$ cat config.mk
export PLATFORM = sky130hd
export DESIGN_NAME = pbd_decoder
export DESIGN_NICKNAME = d
export VERILOG_FILES = /design/src/verilog/pbd_pkg.sv /design/src/verilog/pbd_opclass.sv /design/src/verilog/pbd_decoder.sv
export SDC_FILE = /design/constraint.sdc
export NUM_CORES = 1
export LEC_CHECK = 0
export BUFFER_PORTS_ARGS = -buffer_cell sky130_fd_sc_hd__buf_4
export CAP_MARGIN = 5
export CORE_UTILIZATION = 30
export DETAILED_ROUTE_END_ITERATION = 16
export PLACE_DENSITY = 0.52
export SYNTH_ARGS = -nofsm -noshare
export SYNTH_HDL_FRONTEND = slang
export SYNTH_SLANG_ARGS = --single-unit
$ cat constraint.sdc
create_clock -name mclk_i -period 2.11 [get_ports mclk_i]
set_input_delay 0.1055 -clock mclk_i [delete_from_list [all_inputs] [get_ports mclk_i]]
set_output_delay 0.1055 -clock mclk_i [all_outputs]
set_load 0.02 [all_outputs]
$ cat src/verilog/pbd_pkg.sv
package pbd_pkg;

  // Prefix byte values.
  localparam logic [7:0] PBD_Y_SUBSTITUTE_PREFIX = 8'h90;
  localparam logic [7:0] PBD_Y_INDIRECT_PREFIX   = 8'h91;
  localparam logic [7:0] PBD_INDIRECT_PREFIX     = 8'h92;

  // Instruction length limits in bytes.
  localparam logic [2:0] PBD_LEN_MIN = 3'h1;
  localparam logic [2:0] PBD_LEN_MAX = 3'h4;

  typedef enum logic [1:0] {
    PBD_PFX_NONE = 2'h0,
    PBD_PFX_Y    = 2'h1,
    PBD_PFX_IND  = 2'h2,
    PBD_PFX_YIND = 2'h3
  } pbd_pfx_t;

  typedef enum logic [3:0] {
    PBD_M_INH      = 4'h0,
    PBD_M_IMM      = 4'h1,
    PBD_M_DIR_S    = 4'h2,
    PBD_M_DIR_L    = 4'h3,
    PBD_M_DBIT     = 4'h4,
    PBD_M_DREL     = 4'h5,
    PBD_M_REL      = 4'h6,
    PBD_M_IX       = 4'h7,
    PBD_M_IX_S     = 4'h8,
    PBD_M_IX_L     = 4'h9,
    PBD_M_IND_S    = 4'ha,
    PBD_M_IND_L    = 4'hb,
    PBD_M_IND_BIT  = 4'hc,
    PBD_M_IND_REL  = 4'hd,
    PBD_M_IND_IX_S = 4'he,
    PBD_M_IND_IX_L = 4'hf
  } pbd_mode_t;

  // Base class of an opcode before any prefix is applied.
  typedef struct packed {
    pbd_mode_t  mode;
    logic [1:0] ext_cnt;
  } pbd_cls_t;

  // Decoded instruction handed to the execution datapath.
  typedef struct packed {
    pbd_pfx_t   pfx;
    logic [7:0] opcode;
    pbd_mode_t  mode;
    logic       use_y;
    logic       illegal;
    logic [2:0] len;
    logic [15:0] ext;
  } pbd_dec_t;

endpackage

$ cat src/verilog/pbd_opclass.sv
`timescale 1ns/1ns
module pbd_opclass
  import pbd_pkg::*;
(
  // Opcode in.
  input  wire logic [7:0] opcode_i,
  // Base class out.
  output pbd_cls_t        cls_o
);

  // The high nibble selects the addressing class of all 256 opcodes.
  always_comb begin
    case (opcode_i[7:4])
      4'h0:    cls_o = '{PBD_M_DREL,  2'h2};
      4'h1:    cls_o = '{PBD_M_DBIT,  2'h1};
      4'h2:    cls_o = '{PBD_M_REL,   2'h1};
      4'h3:    cls_o = '{PBD_M_DIR_S, 2'h1};
      4'h6:    cls_o = '{PBD_M_IX_S,  2'h1};
      4'h7:    cls_o = '{PBD_M_IX,    2'h0};
      4'ha:    cls_o = '{PBD_M_IMM,   2'h1};
      4'hb:    cls_o = '{PBD_M_DIR_S, 2'h1};
      4'hc:    cls_o = '{PBD_M_DIR_L, 2'h2};
      4'hd:    cls_o = '{PBD_M_IX_L,  2'h2};
      4'he:    cls_o = '{PBD_M_IX_S,  2'h1};
      4'hf:    cls_o = '{PBD_M_IX,    2'h0};
      default: cls_o = '{PBD_M_INH,   2'h0};
    endcase
  end

endmodule // pbd_opclass

$ cat src/verilog/pbd_decoder.sv
// How it works
// [RULE1] Every one of the 256 opcodes, covering all 63 instructions, decodes.
// [RULE2] An instruction is one to four bytes, prefix and extension included.
// [RULE3] Three prefix values exist; each changes how the next opcode reads.
// [RULE4] Prefix comes right before opcode; zero to two address bytes follow.
// [RULE5] A prefix only acts on the opcode forms it can convert.
// [RULE6] Prefix 90 turns X immediate, direct, indexed or inherent forms into Y.
// [RULE7] Prefix 92 turns direct, direct bit, direct relative into indirect forms.
// [RULE8] Prefix 92 turns X indexed into indirect X indexed.
// [RULE9] Prefix 91 turns X indirect indexed into Y indirect indexed.
// [RULE10] Non-prefix first bytes are plain opcodes; one prefix per instruction.
`timescale 1ns/1ns
module pbd_decoder
  import pbd_pkg::*;
(
  // Clock and reset.
  input  wire logic       mclk_i,
  input  wire logic       sys_rst_i,
  // Instruction bytes from program memory.
  input  wire logic       byte_valid_i,
  input  wire logic [7:0] byte_i,
  output logic            byte_ready_o,
  // Decoded instruction to the datapath.
  output logic            dec_valid_o,
  input  wire logic       dec_ready_i,
  output pbd_dec_t        dec_o
);

  typedef enum logic [1:0] {
    ST_IDLE = 2'b00,
    ST_OPC  = 2'b01,
    ST_EXT  = 2'b11,
    ST_OUT  = 2'b10
  } pbd_state_t;

  pbd_state_t state;
  pbd_state_t next_state;
  pbd_pfx_t   pfx;
  pbd_pfx_t   cur_pfx;
  pbd_cls_t   cls;
  pbd_mode_t  base_mode;
  pbd_mode_t  next_mode;
  logic       next_use_y;
  logic       next_illegal;
  logic [1:0] ext_left;
  logic [2:0] bytes_seen;
  logic       take;
  logic       byte_is_pfx;
  logic       opc_take;
  pbd_pfx_t   byte_pfx;

  assign byte_ready_o = (state != ST_OUT);
  assign dec_valid_o  = (state == ST_OUT);
  assign take         = byte_valid_i && byte_ready_o;

  always_comb begin
    case (byte_i)
      PBD_Y_SUBSTITUTE_PREFIX: byte_pfx = PBD_PFX_Y;
      PBD_INDIRECT_PREFIX:     byte_pfx = PBD_PFX_IND;
      PBD_Y_INDIRECT_PREFIX:   byte_pfx = PBD_PFX_YIND;
      default:                 byte_pfx = PBD_PFX_NONE;
    endcase
  end

  // [RULE3] three prefix values
  assign byte_is_pfx = (byte_pfx != PBD_PFX_NONE);
  // [RULE10] plain first byte
  assign opc_take = take && ((state == ST_OPC) || (state == ST_IDLE && !byte_is_pfx));
  assign cur_pfx  = (state == ST_OPC) ? pfx : PBD_PFX_NONE;

  // [RULE1] all opcodes classified
  pbd_opclass pbd_opclass_i (
    .opcode_i (byte_i),
    .cls_o    (cls)
  );

  // Applies the held prefix to the opcode's base class.
  always_comb begin
    next_mode    = cls.mode;
    next_use_y   = 1'b0;
    next_illegal = 1'b0;
    case (cur_pfx)
      // [RULE6] Y substitution
      PBD_PFX_Y: begin
        case (cls.mode)
          PBD_M_INH, PBD_M_IMM, PBD_M_DIR_S, PBD_M_DIR_L,
          PBD_M_IX, PBD_M_IX_S, PBD_M_IX_L: next_use_y = 1'b1;
          default: next_illegal = 1'b1;
        endcase
      end
      // [RULE7] direct to indirect, [RULE8] X indexed to indirect
      PBD_PFX_IND: begin
        case (cls.mode)
          PBD_M_DIR_S: next_mode = PBD_M_IND_S;
          PBD_M_DIR_L: next_mode = PBD_M_IND_L;
          PBD_M_DBIT:  next_mode = PBD_M_IND_BIT;
          PBD_M_DREL:  next_mode = PBD_M_IND_REL;
          PBD_M_IX_S:  next_mode = PBD_M_IND_IX_S;
          PBD_M_IX_L:  next_mode = PBD_M_IND_IX_L;
          default:     next_illegal = 1'b1;
        endcase
      end
      // [RULE9] Y indirect indexed
      PBD_PFX_YIND: begin
        case (cls.mode)
          PBD_M_IX_S: begin
            next_mode  = PBD_M_IND_IX_S;
            next_use_y = 1'b1;
          end
          PBD_M_IX_L: begin
            next_mode  = PBD_M_IND_IX_L;
            next_use_y = 1'b1;
          end
          default: next_illegal = 1'b1;
        endcase
      end
      default: next_illegal = 1'b0;
    endcase
    // [RULE10] second prefix flagged
    if (state == ST_OPC && byte_is_pfx) begin
      next_illegal = 1'b1;
    end
    // [RULE5] ignore unusable prefix
    if (next_illegal) begin
      next_mode  = cls.mode;
      next_use_y = 1'b0;
    end
  end

  always_comb begin
    next_state = state;
    case (state)
      ST_IDLE: begin
        if (take) begin
          if (byte_is_pfx) begin
            next_state = ST_OPC;
          end else begin
            next_state = (cls.ext_cnt == 2'h0) ? ST_OUT : ST_EXT;
          end
        end
      end
      ST_OPC: begin
        if (take) begin
          next_state = (cls.ext_cnt == 2'h0) ? ST_OUT : ST_EXT;
        end
      end
      // [RULE4] gather address bytes
      ST_EXT: begin
        if (take && ext_left == 2'h1) begin
          next_state = ST_OUT;
        end
      end
      ST_OUT: begin
        if (dec_ready_i) begin
          next_state = ST_IDLE;
        end
      end
      default: next_state = ST_IDLE;
    endcase
  end

  always_ff @(posedge mclk_i or posedge sys_rst_i) begin
    if (sys_rst_i) begin
      state <= ST_IDLE;
    end else begin
      state <= next_state;
    end
  end

  always_ff @(posedge mclk_i or posedge sys_rst_i) begin
    if (sys_rst_i) begin
      pfx <= PBD_PFX_NONE;
    end else if (take && state == ST_IDLE) begin
      pfx <= byte_pfx;
    end
  end

  always_ff @(posedge mclk_i or posedge sys_rst_i) begin
    if (sys_rst_i) begin
      ext_left <= 2'h0;
    end else if (opc_take) begin
      ext_left <= cls.ext_cnt;
    end else if (take && state == ST_EXT) begin
      ext_left <= ext_left - 2'h1;
    end
  end

  // [RULE2] length counted
  always_ff @(posedge mclk_i or posedge sys_rst_i) begin
    if (sys_rst_i) begin
      bytes_seen <= 3'h0;
    end else if (take && state == ST_IDLE) begin
      bytes_seen <= 3'h1;
    end else if (take) begin
      bytes_seen <= bytes_seen + 3'h1;
    end
  end

  always_ff @(posedge mclk_i or posedge sys_rst_i) begin
    if (sys_rst_i) begin
      dec_o     <= '0;
      base_mode <= PBD_M_INH;
    end else if (opc_take) begin
      dec_o.pfx     <= cur_pfx;
      dec_o.opcode  <= byte_i;
      dec_o.mode    <= next_mode;
      dec_o.use_y   <= next_use_y;
      dec_o.illegal <= next_illegal;
      dec_o.len     <= {2'h0, cur_pfx != PBD_PFX_NONE} + PBD_LEN_MIN + {1'b0, cls.ext_cnt};
      dec_o.ext     <= '0;
      base_mode     <= cls.mode;
    end else if (take && state == ST_EXT) begin
      dec_o.ext <= {dec_o.ext[7:0], byte_i};
    end
  end

  hold_output_a: assert property (@(posedge mclk_i) disable iff (sys_rst_i) // [RULE1]
    dec_valid_o && !dec_ready_i |=> dec_valid_o && $stable(dec_o))
    else $error("Decoded output changed while stalled.");
  len_range_a: assert property (@(posedge mclk_i) disable iff (sys_rst_i) // [RULE2]
    dec_valid_o |-> dec_o.len >= PBD_LEN_MIN && dec_o.len <= PBD_LEN_MAX)
    else $error("Instruction length out of range.");
  pfx_capture_a: assert property (@(posedge mclk_i) disable iff (sys_rst_i) // [RULE3]
    take && state == ST_IDLE && byte_i == PBD_INDIRECT_PREFIX |=> state == ST_OPC && pfx == PBD_PFX_IND)
    else $error("Indirect prefix not held.");
  byte_count_a: assert property (@(posedge mclk_i) disable iff (sys_rst_i) // [RULE4]
    dec_valid_o |-> dec_o.len == bytes_seen)
    else $error("Fetched byte count disagrees with length.");
  pfx_ignored_a: assert property (@(posedge mclk_i) disable iff (sys_rst_i) // [RULE5]
    dec_valid_o && dec_o.illegal |-> !dec_o.use_y && dec_o.mode == base_mode)
    else $error("Unusable prefix altered the opcode.");
  y_subst_a: assert property (@(posedge mclk_i) disable iff (sys_rst_i) // [RULE6]
    dec_valid_o && dec_o.pfx == PBD_PFX_Y && !dec_o.illegal |-> dec_o.use_y && dec_o.mode == base_mode)
    else $error("Y substitution wrong.");
  ind_direct_a: assert property (@(posedge mclk_i) disable iff (sys_rst_i) // [RULE7]
    dec_valid_o && dec_o.pfx == PBD_PFX_IND && base_mode == PBD_M_DBIT |-> dec_o.mode == PBD_M_IND_BIT)
    else $error("Direct bit not made indirect.");
  ind_index_a: assert property (@(posedge mclk_i) disable iff (sys_rst_i) // [RULE8]
    dec_valid_o && dec_o.pfx == PBD_PFX_IND && base_mode == PBD_M_IX_S |-> dec_o.mode == PBD_M_IND_IX_S && !dec_o.use_y)
    else $error("X indexed not made indirect.");
  y_indirect_a: assert property (@(posedge mclk_i) disable iff (sys_rst_i) // [RULE9]
    dec_valid_o && dec_o.pfx == PBD_PFX_YIND && !dec_o.illegal |-> dec_o.use_y && dec_o.mode inside {PBD_M_IND_IX_S, PBD_M_IND_IX_L})
    else $error("Y indirect indexed wrong.");
  one_prefix_a: assert property (@(posedge mclk_i) disable iff (sys_rst_i) // [RULE10]
    take && state == ST_OPC && byte_is_pfx |=> dec_o.illegal && state != ST_OPC)
    else $error("Second prefix not flagged.");

  y_seen_c: cover property (@(posedge mclk_i) disable iff (sys_rst_i)
    dec_valid_o && dec_o.use_y && dec_o.len == 3'h3);
  ind_seen_c: cover property (@(posedge mclk_i) disable iff (sys_rst_i)
    dec_valid_o && dec_o.mode == PBD_M_IND_REL && dec_o.len == PBD_LEN_MAX);
  plain_seen_c: cover property (@(posedge mclk_i) disable iff (sys_rst_i)
    dec_valid_o && dec_o.pfx == PBD_PFX_NONE && dec_o.len == PBD_LEN_MIN);

endmodule // pbd_decoder

==> flow_summary.toml, run 1 <==
[power]
power_leakage_nw = 1.31
ir_drop_mv = 0.271
powerDensity_nw_per_um2 = 1260

[timing]
worst_pin_slew_ns = 0.724
slew_viol_final = 0
slew_headroom = 0.515
rsz0062_at_grt = "false"
fmax_mhz = 575
setup_tns_ns = 0
fin_skew_ns = 0.00386
period_minus_slack_ns = 1.74
final_hold_viol_count = 0
setup_viol = 0
fin_crit_sh = 0.825
holdWs_ns = 0.0454

[placed_design]
place_area_sq_um = 2660
dpl.hpwl_um = 3680
gp_congestion = 0.782
portBuffers = 48

[die]
num_io_pins = 49
fp.dieArea_sq_um = 7680
die_w_um = 87.7
coreArea_sq_um = 6940
die_h_um = 87.7
initial_core_util = 0.317
rows = 30

[clock_network]
htreeDepth = 2
cts_root_buf = "clkbuf_8"
cts_tree = "done"
clk_pin_slew_ns = 0.08
insertion_delay_ns = 0.29
cts_sinks = 41
postCtsResizedCells = 0
numCtsBuffers = 5
clk_path_buf_depth = 2

[setup_path]
critPathArrivalTime_ns = 1.96
crit_path_max_fanout = 11
cp.required_ns = 2.33
cp-end-kind = "flip-flop"
path_class = "reg -> reg"
worstSetupStartpointType = "flip-flop"
ff2ff_setup_slack_ns = 0.37

[finish]
fillCellCount = 727
drive_gt1_frac = 0.231
diodes = 0
syn_to_final_growth_pct = 25.3
stdcell_area_sq_um = 2760
nets = 315

[yosys]
yosysWarnings = 0
ys_types = 40
synthFlopType = "dfrtp_1"
synth.net_count = 268
synth_edf_count = 0
synth-seq-area-share = 0.466
avgSynthCellArea_sq_um = 8.91
synth-seq-cells = 41
synth_area_sq_um = 2200
synth_cells = 247
synth-async-reset-ratio = 1.00

[routing]
vias = 1837
first_iter_violations = 87
routed_via_density = 4.70
wire_per_inst_um = 13.2
post-route-drc-count = 0
dr.pass1.iters = 4
wirelength_um = 5170
antenna_left = 0

[job]
cap_violations = 0

[global_route]
grt_max_degree = 42
grt_use_total = 0.146
grt_pass1_wl_um = 8650
grt_pass1_vias = 1730
grt_antenna_before_repair = 0
grt-ovfl-total = 0

[hold_path]
hold_class = "in -> reg"

[outcome]
status = "completed"
[registers in the layout, summed over array words and instances, names as in the netlist]
name      flops
pfx           2
dec_o        35
state         2
ext_left      2
[worst paths after layout]
path / from / endpoint / cells past startpoint
max: state[0] / dec_o[24] / 4
min: byte_i[3] / dec_o[28] / 3
max in group asynchronous: sys_rst_i / dec_o[12] / 4
min reg2reg: dec_o[21] / dec_o[21] / 2
min in group asynchronous: sys_rst_i / dec_o[25] / 4
max reg2reg: state[0] / dec_o[24] / 4
[cell type report]
cell class	count	area, sq um	share of cell area
clock buffer	5	68.8	0.0250
clock inverter	3	17.5	0.00635
inverter	13	48.8	0.0177
multi-input combinational	177	1040	0.377
sequential	41	1030	0.372
tap	96	120	0.0436
timing repair buffer	56	435	0.158
[power breakdown]
part / internal, mW / total (mW) / switching (mW)
clock network: 0.228 / 0.508 / 0.279
registers: 1.10 / 1.34 / 0.239
logic: 0.682 / 1.63 / 0.948
[logic make-up (layout without fill, tap and decap cells)]
logic type	after synthesis	in the layout	share of synthesized area
AO/OA/AOI/OAI	62	62	0.185
XOR/XNOR	2	2	0.00796
adder cells (fa/ha/maj)	9	9	0.0512
buffers and inverters	29	77	0.0608
flip-flops	41	41	0.466
multiplexers	3	3	0.0193
AND/OR/NAND/NOR	101	101	0.209
[layer usage]
layer	up-vias	track usage	routed length, um	part of all wire
met5	-	0	0	0
met4	0	0.0402	67	0.013
met3	5	0.0349	287	0.056
met2	49	0.226	2260	0.44
met1	838	0.205	2550	0.49
li1	945	-	-	-
[cells in the mapped netlist (all sizes together) (2+ instances only)]
| master | count | area [sq um] |
|---|---|---|
| o211ai | 5 | 37.5 |
| mux2i | 2 | 20.0 |
| nor3 | 4 | 20.0 |
| o31a | 3 | 26.3 |
| inv | 12 | 45.0 |
| and3b | 2 | 17.5 |
| buf | 10 | 62.6 |
| xnor2 | 2 | 17.5 |
| nor2 | 10 | 37.5 |
| o21ai | 30 | 154 |
| nor4 | 2 | 12.5 |
| nor2b | 2 | 12.5 |
| a21oi | 6 | 30.0 |
| nand3 | 3 | 15.0 |
| a22o | 2 | 17.5 |
| o31ai | 7 | 52.6 |
| clkbuf | 6 | 22.5 |
| and2 | 2 | 12.5 |
| dfrtp | 41 | 1030 |
| nand2 | 65 | 244 |
| nand2b | 4 | 25.0 |
| ha | 9 | 113 |
| a31oi | 4 | 25.0 |
[stage by stage]
| step | power (mW) | setup slack [ns] | utilization | cells |
|---|---|---|---|---|
| detailed placement | 3.01 | 0.223 | 0.383 | 382 |
| finish | 3.47 | 0.370 | 0.397 | 391 |
| global route | 3.75 | 0.165 | 0.397 | 391 |
| floorplan | 2.29 | 0.556 | - | 247 |
| CTS | 3.53 | 0.352 | 0.397 | 391 |
| global placement | 3.00 | 0.198 | 0.383 | 382 |
[placed cells by master, fill, tap and decap left out, drive strengths merged, types with 6 or more instances in the layout]
cell and count:
nand2 65, buf 55, dfrtp 41, o21ai 30, inv 12, nor2 10
ha 9, o31ai 7, a21oi 6
[critical path, stage by stage, from the launching register on]
cell and delay (ns):
dfrtp_1 0.60, nor4_1 0.14, nor2_1 0.58, o211ai_1 0.17, o21ai_0 0.18
[repair_timing]
| action | 4_1_cts | 5_1_grt |
|---|---|---|
| endpoints found under the setup margin | 0 | 0 |
| hold buffers | 1 | 0 |
| setup buffers | 0 | 0 |
| endpoints found under the hold margin | 41 | 0 |
No activity file was read; power rests on OpenSTA's default activity.
==> run 2, diff against run 1 <==
--- a/config.mk
+++ b/config.mk
@@ -5,11 +5,12 @@
 export SDC_FILE = /design/constraint.sdc
 export NUM_CORES = 1
 export LEC_CHECK = 0
+export ABC_AREA = 1
 export BUFFER_PORTS_ARGS = -buffer_cell sky130_fd_sc_hd__buf_4
 export CAP_MARGIN = 5
 export CORE_UTILIZATION = 30
 export DETAILED_ROUTE_END_ITERATION = 16
-export PLACE_DENSITY = 0.52
+export PLACE_DENSITY = 0.54
 export SYNTH_ARGS = -nofsm -noshare
 export SYNTH_HDL_FRONTEND = slang
 export SYNTH_SLANG_ARGS = --single-unit
==> constraint.sdc (replaced) <==
create_clock -name mclk_i -period 1.6 [get_ports mclk_i]
set_input_delay 0.08 -clock mclk_i [delete_from_list [all_inputs] [get_ports mclk_i]]
set_output_delay 0.08 -clock mclk_i [all_outputs]
set_load 0.02 [all_outputs]
==> flow_summary.toml, run 2 <==
[outcome]
status = "completed"

[placed_design]
place_area_sq_um = 2840
portBuffers = 48
gp_congestion = 0.824
placed_cells = 439
dpl.hpwl_um = 4070

[die]
fp.dieArea_sq_um = 7950
die_h_um = 89.2
initial_core_util = 0.312
rows = 31
die_w_um = 89.2
coreArea_sq_um = 7290
num_io_pins = 49

[hold_path]
whs_endpoint = "state[1]"
hold_class = "in -> reg"
hold_depth = 3
hold_start = "byte_valid_i"

[power]
power_frac_comb = 0.466
p_int_mw = 3.11
power_leakage_nw = 1.61
seqPwrFrac = 0.342
ir_drop_mv = 0.470
powerDensity_nw_per_um2 = 1730
power.switching_mw = 2.09
clockPowerShare = 0.192
swShare = 0.402

[yosys]
synth-seq-area-share = 0.450
synth_cells = 282
avgSynthCellArea_sq_um = 8.08
synth-async-reset-ratio = 1.00
synth_most_common_cell = "nand2_1"
yosys-top-cells-area = "dfrtp_1, nand2_1, ha_1"
yosys.area.top_type_share = 0.450
synth_top_cell_by_area = "dfrtp_1"
synth_common_cells = "nand2_1, dfrtp_1, nand3_1, inv_1, o21ai_0"
synth.net_count = 303
synthFlopType = "dfrtp_1"
synth-seq-cells = 41
yosysWarnings = 0
synth_edf_count = 0
synth_area_sq_um = 2280
ys_types = 30

[finish]
nets = 370
syn_to_final_growth_pct = 31.9
stdcell_area_sq_um = 3010
layout_commonest_cell = "nand2_1"
drive_gt1_frac = 0.320
final_cell_mix = "nand2_1, buf_4, dfrtp_1"
largest_reg_flops = 35
fin_cells = 449
regMostFlops = "dec_o"
diodes = 0

[global_route]
grt_antenna_before_repair = 0
grt_use_total = 0.147
grt_max_degree = 42
grt-ovfl-total = 0
grt_pass1_vias = 1910
grt_pass1_wl_um = 8990

[clock_network]
cts_sinks = 41
htreeDepth = 2
cts_root_buf = "clkbuf_8"
clk_path_buf_depth = 2
clk_pin_slew_ns = 0.09
numCtsBuffers = 5
cts_tree = "done"
insertion_delay_ns = 0.29

[setup_path]
r2r_end = "dec_o[17]"
worstSetupStartpointType = "flip-flop"
rr_startpoint = "state[1]"
cp-end-kind = "flip-flop"
critPathArrivalTime_ns = 1.68
cp.required_ns = 1.79
path_class = "reg -> reg"
worst-r2r-cell-count = 9
ff2ff_setup_slack_ns = 0.11
crit_path_max_fanout = 5

[routing]
wirelength_um = 5400
dr.pass1.iters = 4
wire_per_inst_um = 12.0
first_iter_violations = 78
post-route-drc-count = 0
vias = 2042
antenna_left = 0
routed_via_density = 4.55

[job]
cap_violations = 0

[timing]
final_hold_viol_count = 0
rsz0062_at_grt = "true"
setup_viol = 0
fin_crit_sh = 0.930
fmax_mhz = 672
fin_skew_ns = 0.00647
worst_pin_slew_ns = 0.517
slew_headroom = 0.655
period_minus_slack_ns = 1.49
slew_viol_final = 0
## run 2: how the worst max path moves through the flow
| stage | startpoint | to | depth (start not counted) |
|---|---|---|---|
| after floorplan | state[1] | dec_o[1] | 9 |
| after global placement | byte_i[4] | dec_o[23] | 15 |
| after detailed placement | byte_i[5] | dec_o[17] | 11 |
| after CTS | state[1] | dec_o[17] | 9 |
| after global routing | state[0] | dec_o[17] | 10 |
| final | state[1] | dec_o[17] | 9 |
## run 2: cell families (layout without fill, tap and decap cells)
family / count (synthesis) / after routing / share of synthesized area
flip-flops: 41 / 41 / 0.450
AND/OR/NAND/NOR: 157 / 157 / 0.305
adder cells (fa/ha/maj): 9 / 9 / 0.0494
buffers and inverters: 36 / 104 / 0.0769
AO/OA/AOI/OAI: 39 / 39 / 0.118
## run 2: metal layers
layer / up-vias / share of wire / track usage
met1: 956 / 0.47 / 0.181
met4: 0 / 0.010 / 0.0447
met5: - / 0 / 0
met2: 34 / 0.48 / 0.258
met3: 4 / 0.034 / 0.0305
li1: 1048 / - / -
## run 2: power groups by stage
stage / logic, mW / registers [mW] / clock network, mW
2_1_floorplan: 1.02 / 2.18 / 0
3_3_place_gp: 2.38 / 1.80 / 0
3_5_place_dp: 2.40 / 1.80 / 0
4_1_cts: 2.45 / 1.77 / 1.03
5_1_grt: 2.71 / 1.84 / 1.07
6_report: 2.42 / 1.78 / 0.998
## run 2: repair_timing
action                     4_1_cts  5_1_grt
setup endpoints to repair        2        3
hold buffers                     1        0
hold endpoints to repair        41        0
buffers inserted                 1        0
gates resized for setup          2        4
## run 2: layout make-up
type | count | area (sq um)
clock inverters | 3 | 65.1
flip-flops and latches | 41 | 1030
inverters | 26 | 103
clock buffers | 5 | 68.8
fillers | 787 | 4290
multi-input cells | 205 | 1090
repair buffers | 70 | 528
well taps | 99 | 124
## run 2: worst max-delay path: stages (launching register included)
cell     delay [ns]
dfrtp_2        0.46
nor2_4         0.16
nand2_2        0.09
inv_1          0.09
nor2_1         0.05
ha_1           0.17
inv_1          0.05
ha_1           0.21
nand2_1        0.06
nand2_1        0.05
## run 2: metrics by stage
stage / total power, mW / hold slack, ns / util / worst slack (ns) / TNS [ns]
after global placement: 4.18 / 0.253 / 0.389 / -0.0487 / -0.0975
after CTS: 5.25 / 0.0745 / 0.411 / 0.0350 / 0
final: 5.19 / 0.0803 / 0.412 / 0.113 / 0
after floorplan: 3.21 / 0.243 / - / 0.122 / 0
after detailed placement: 4.20 / 0.254 / 0.389 / -0.0639 / -0.173
after global routing: 5.61 / 0.0889 / 0.412 / -0.0167 / -0.0167
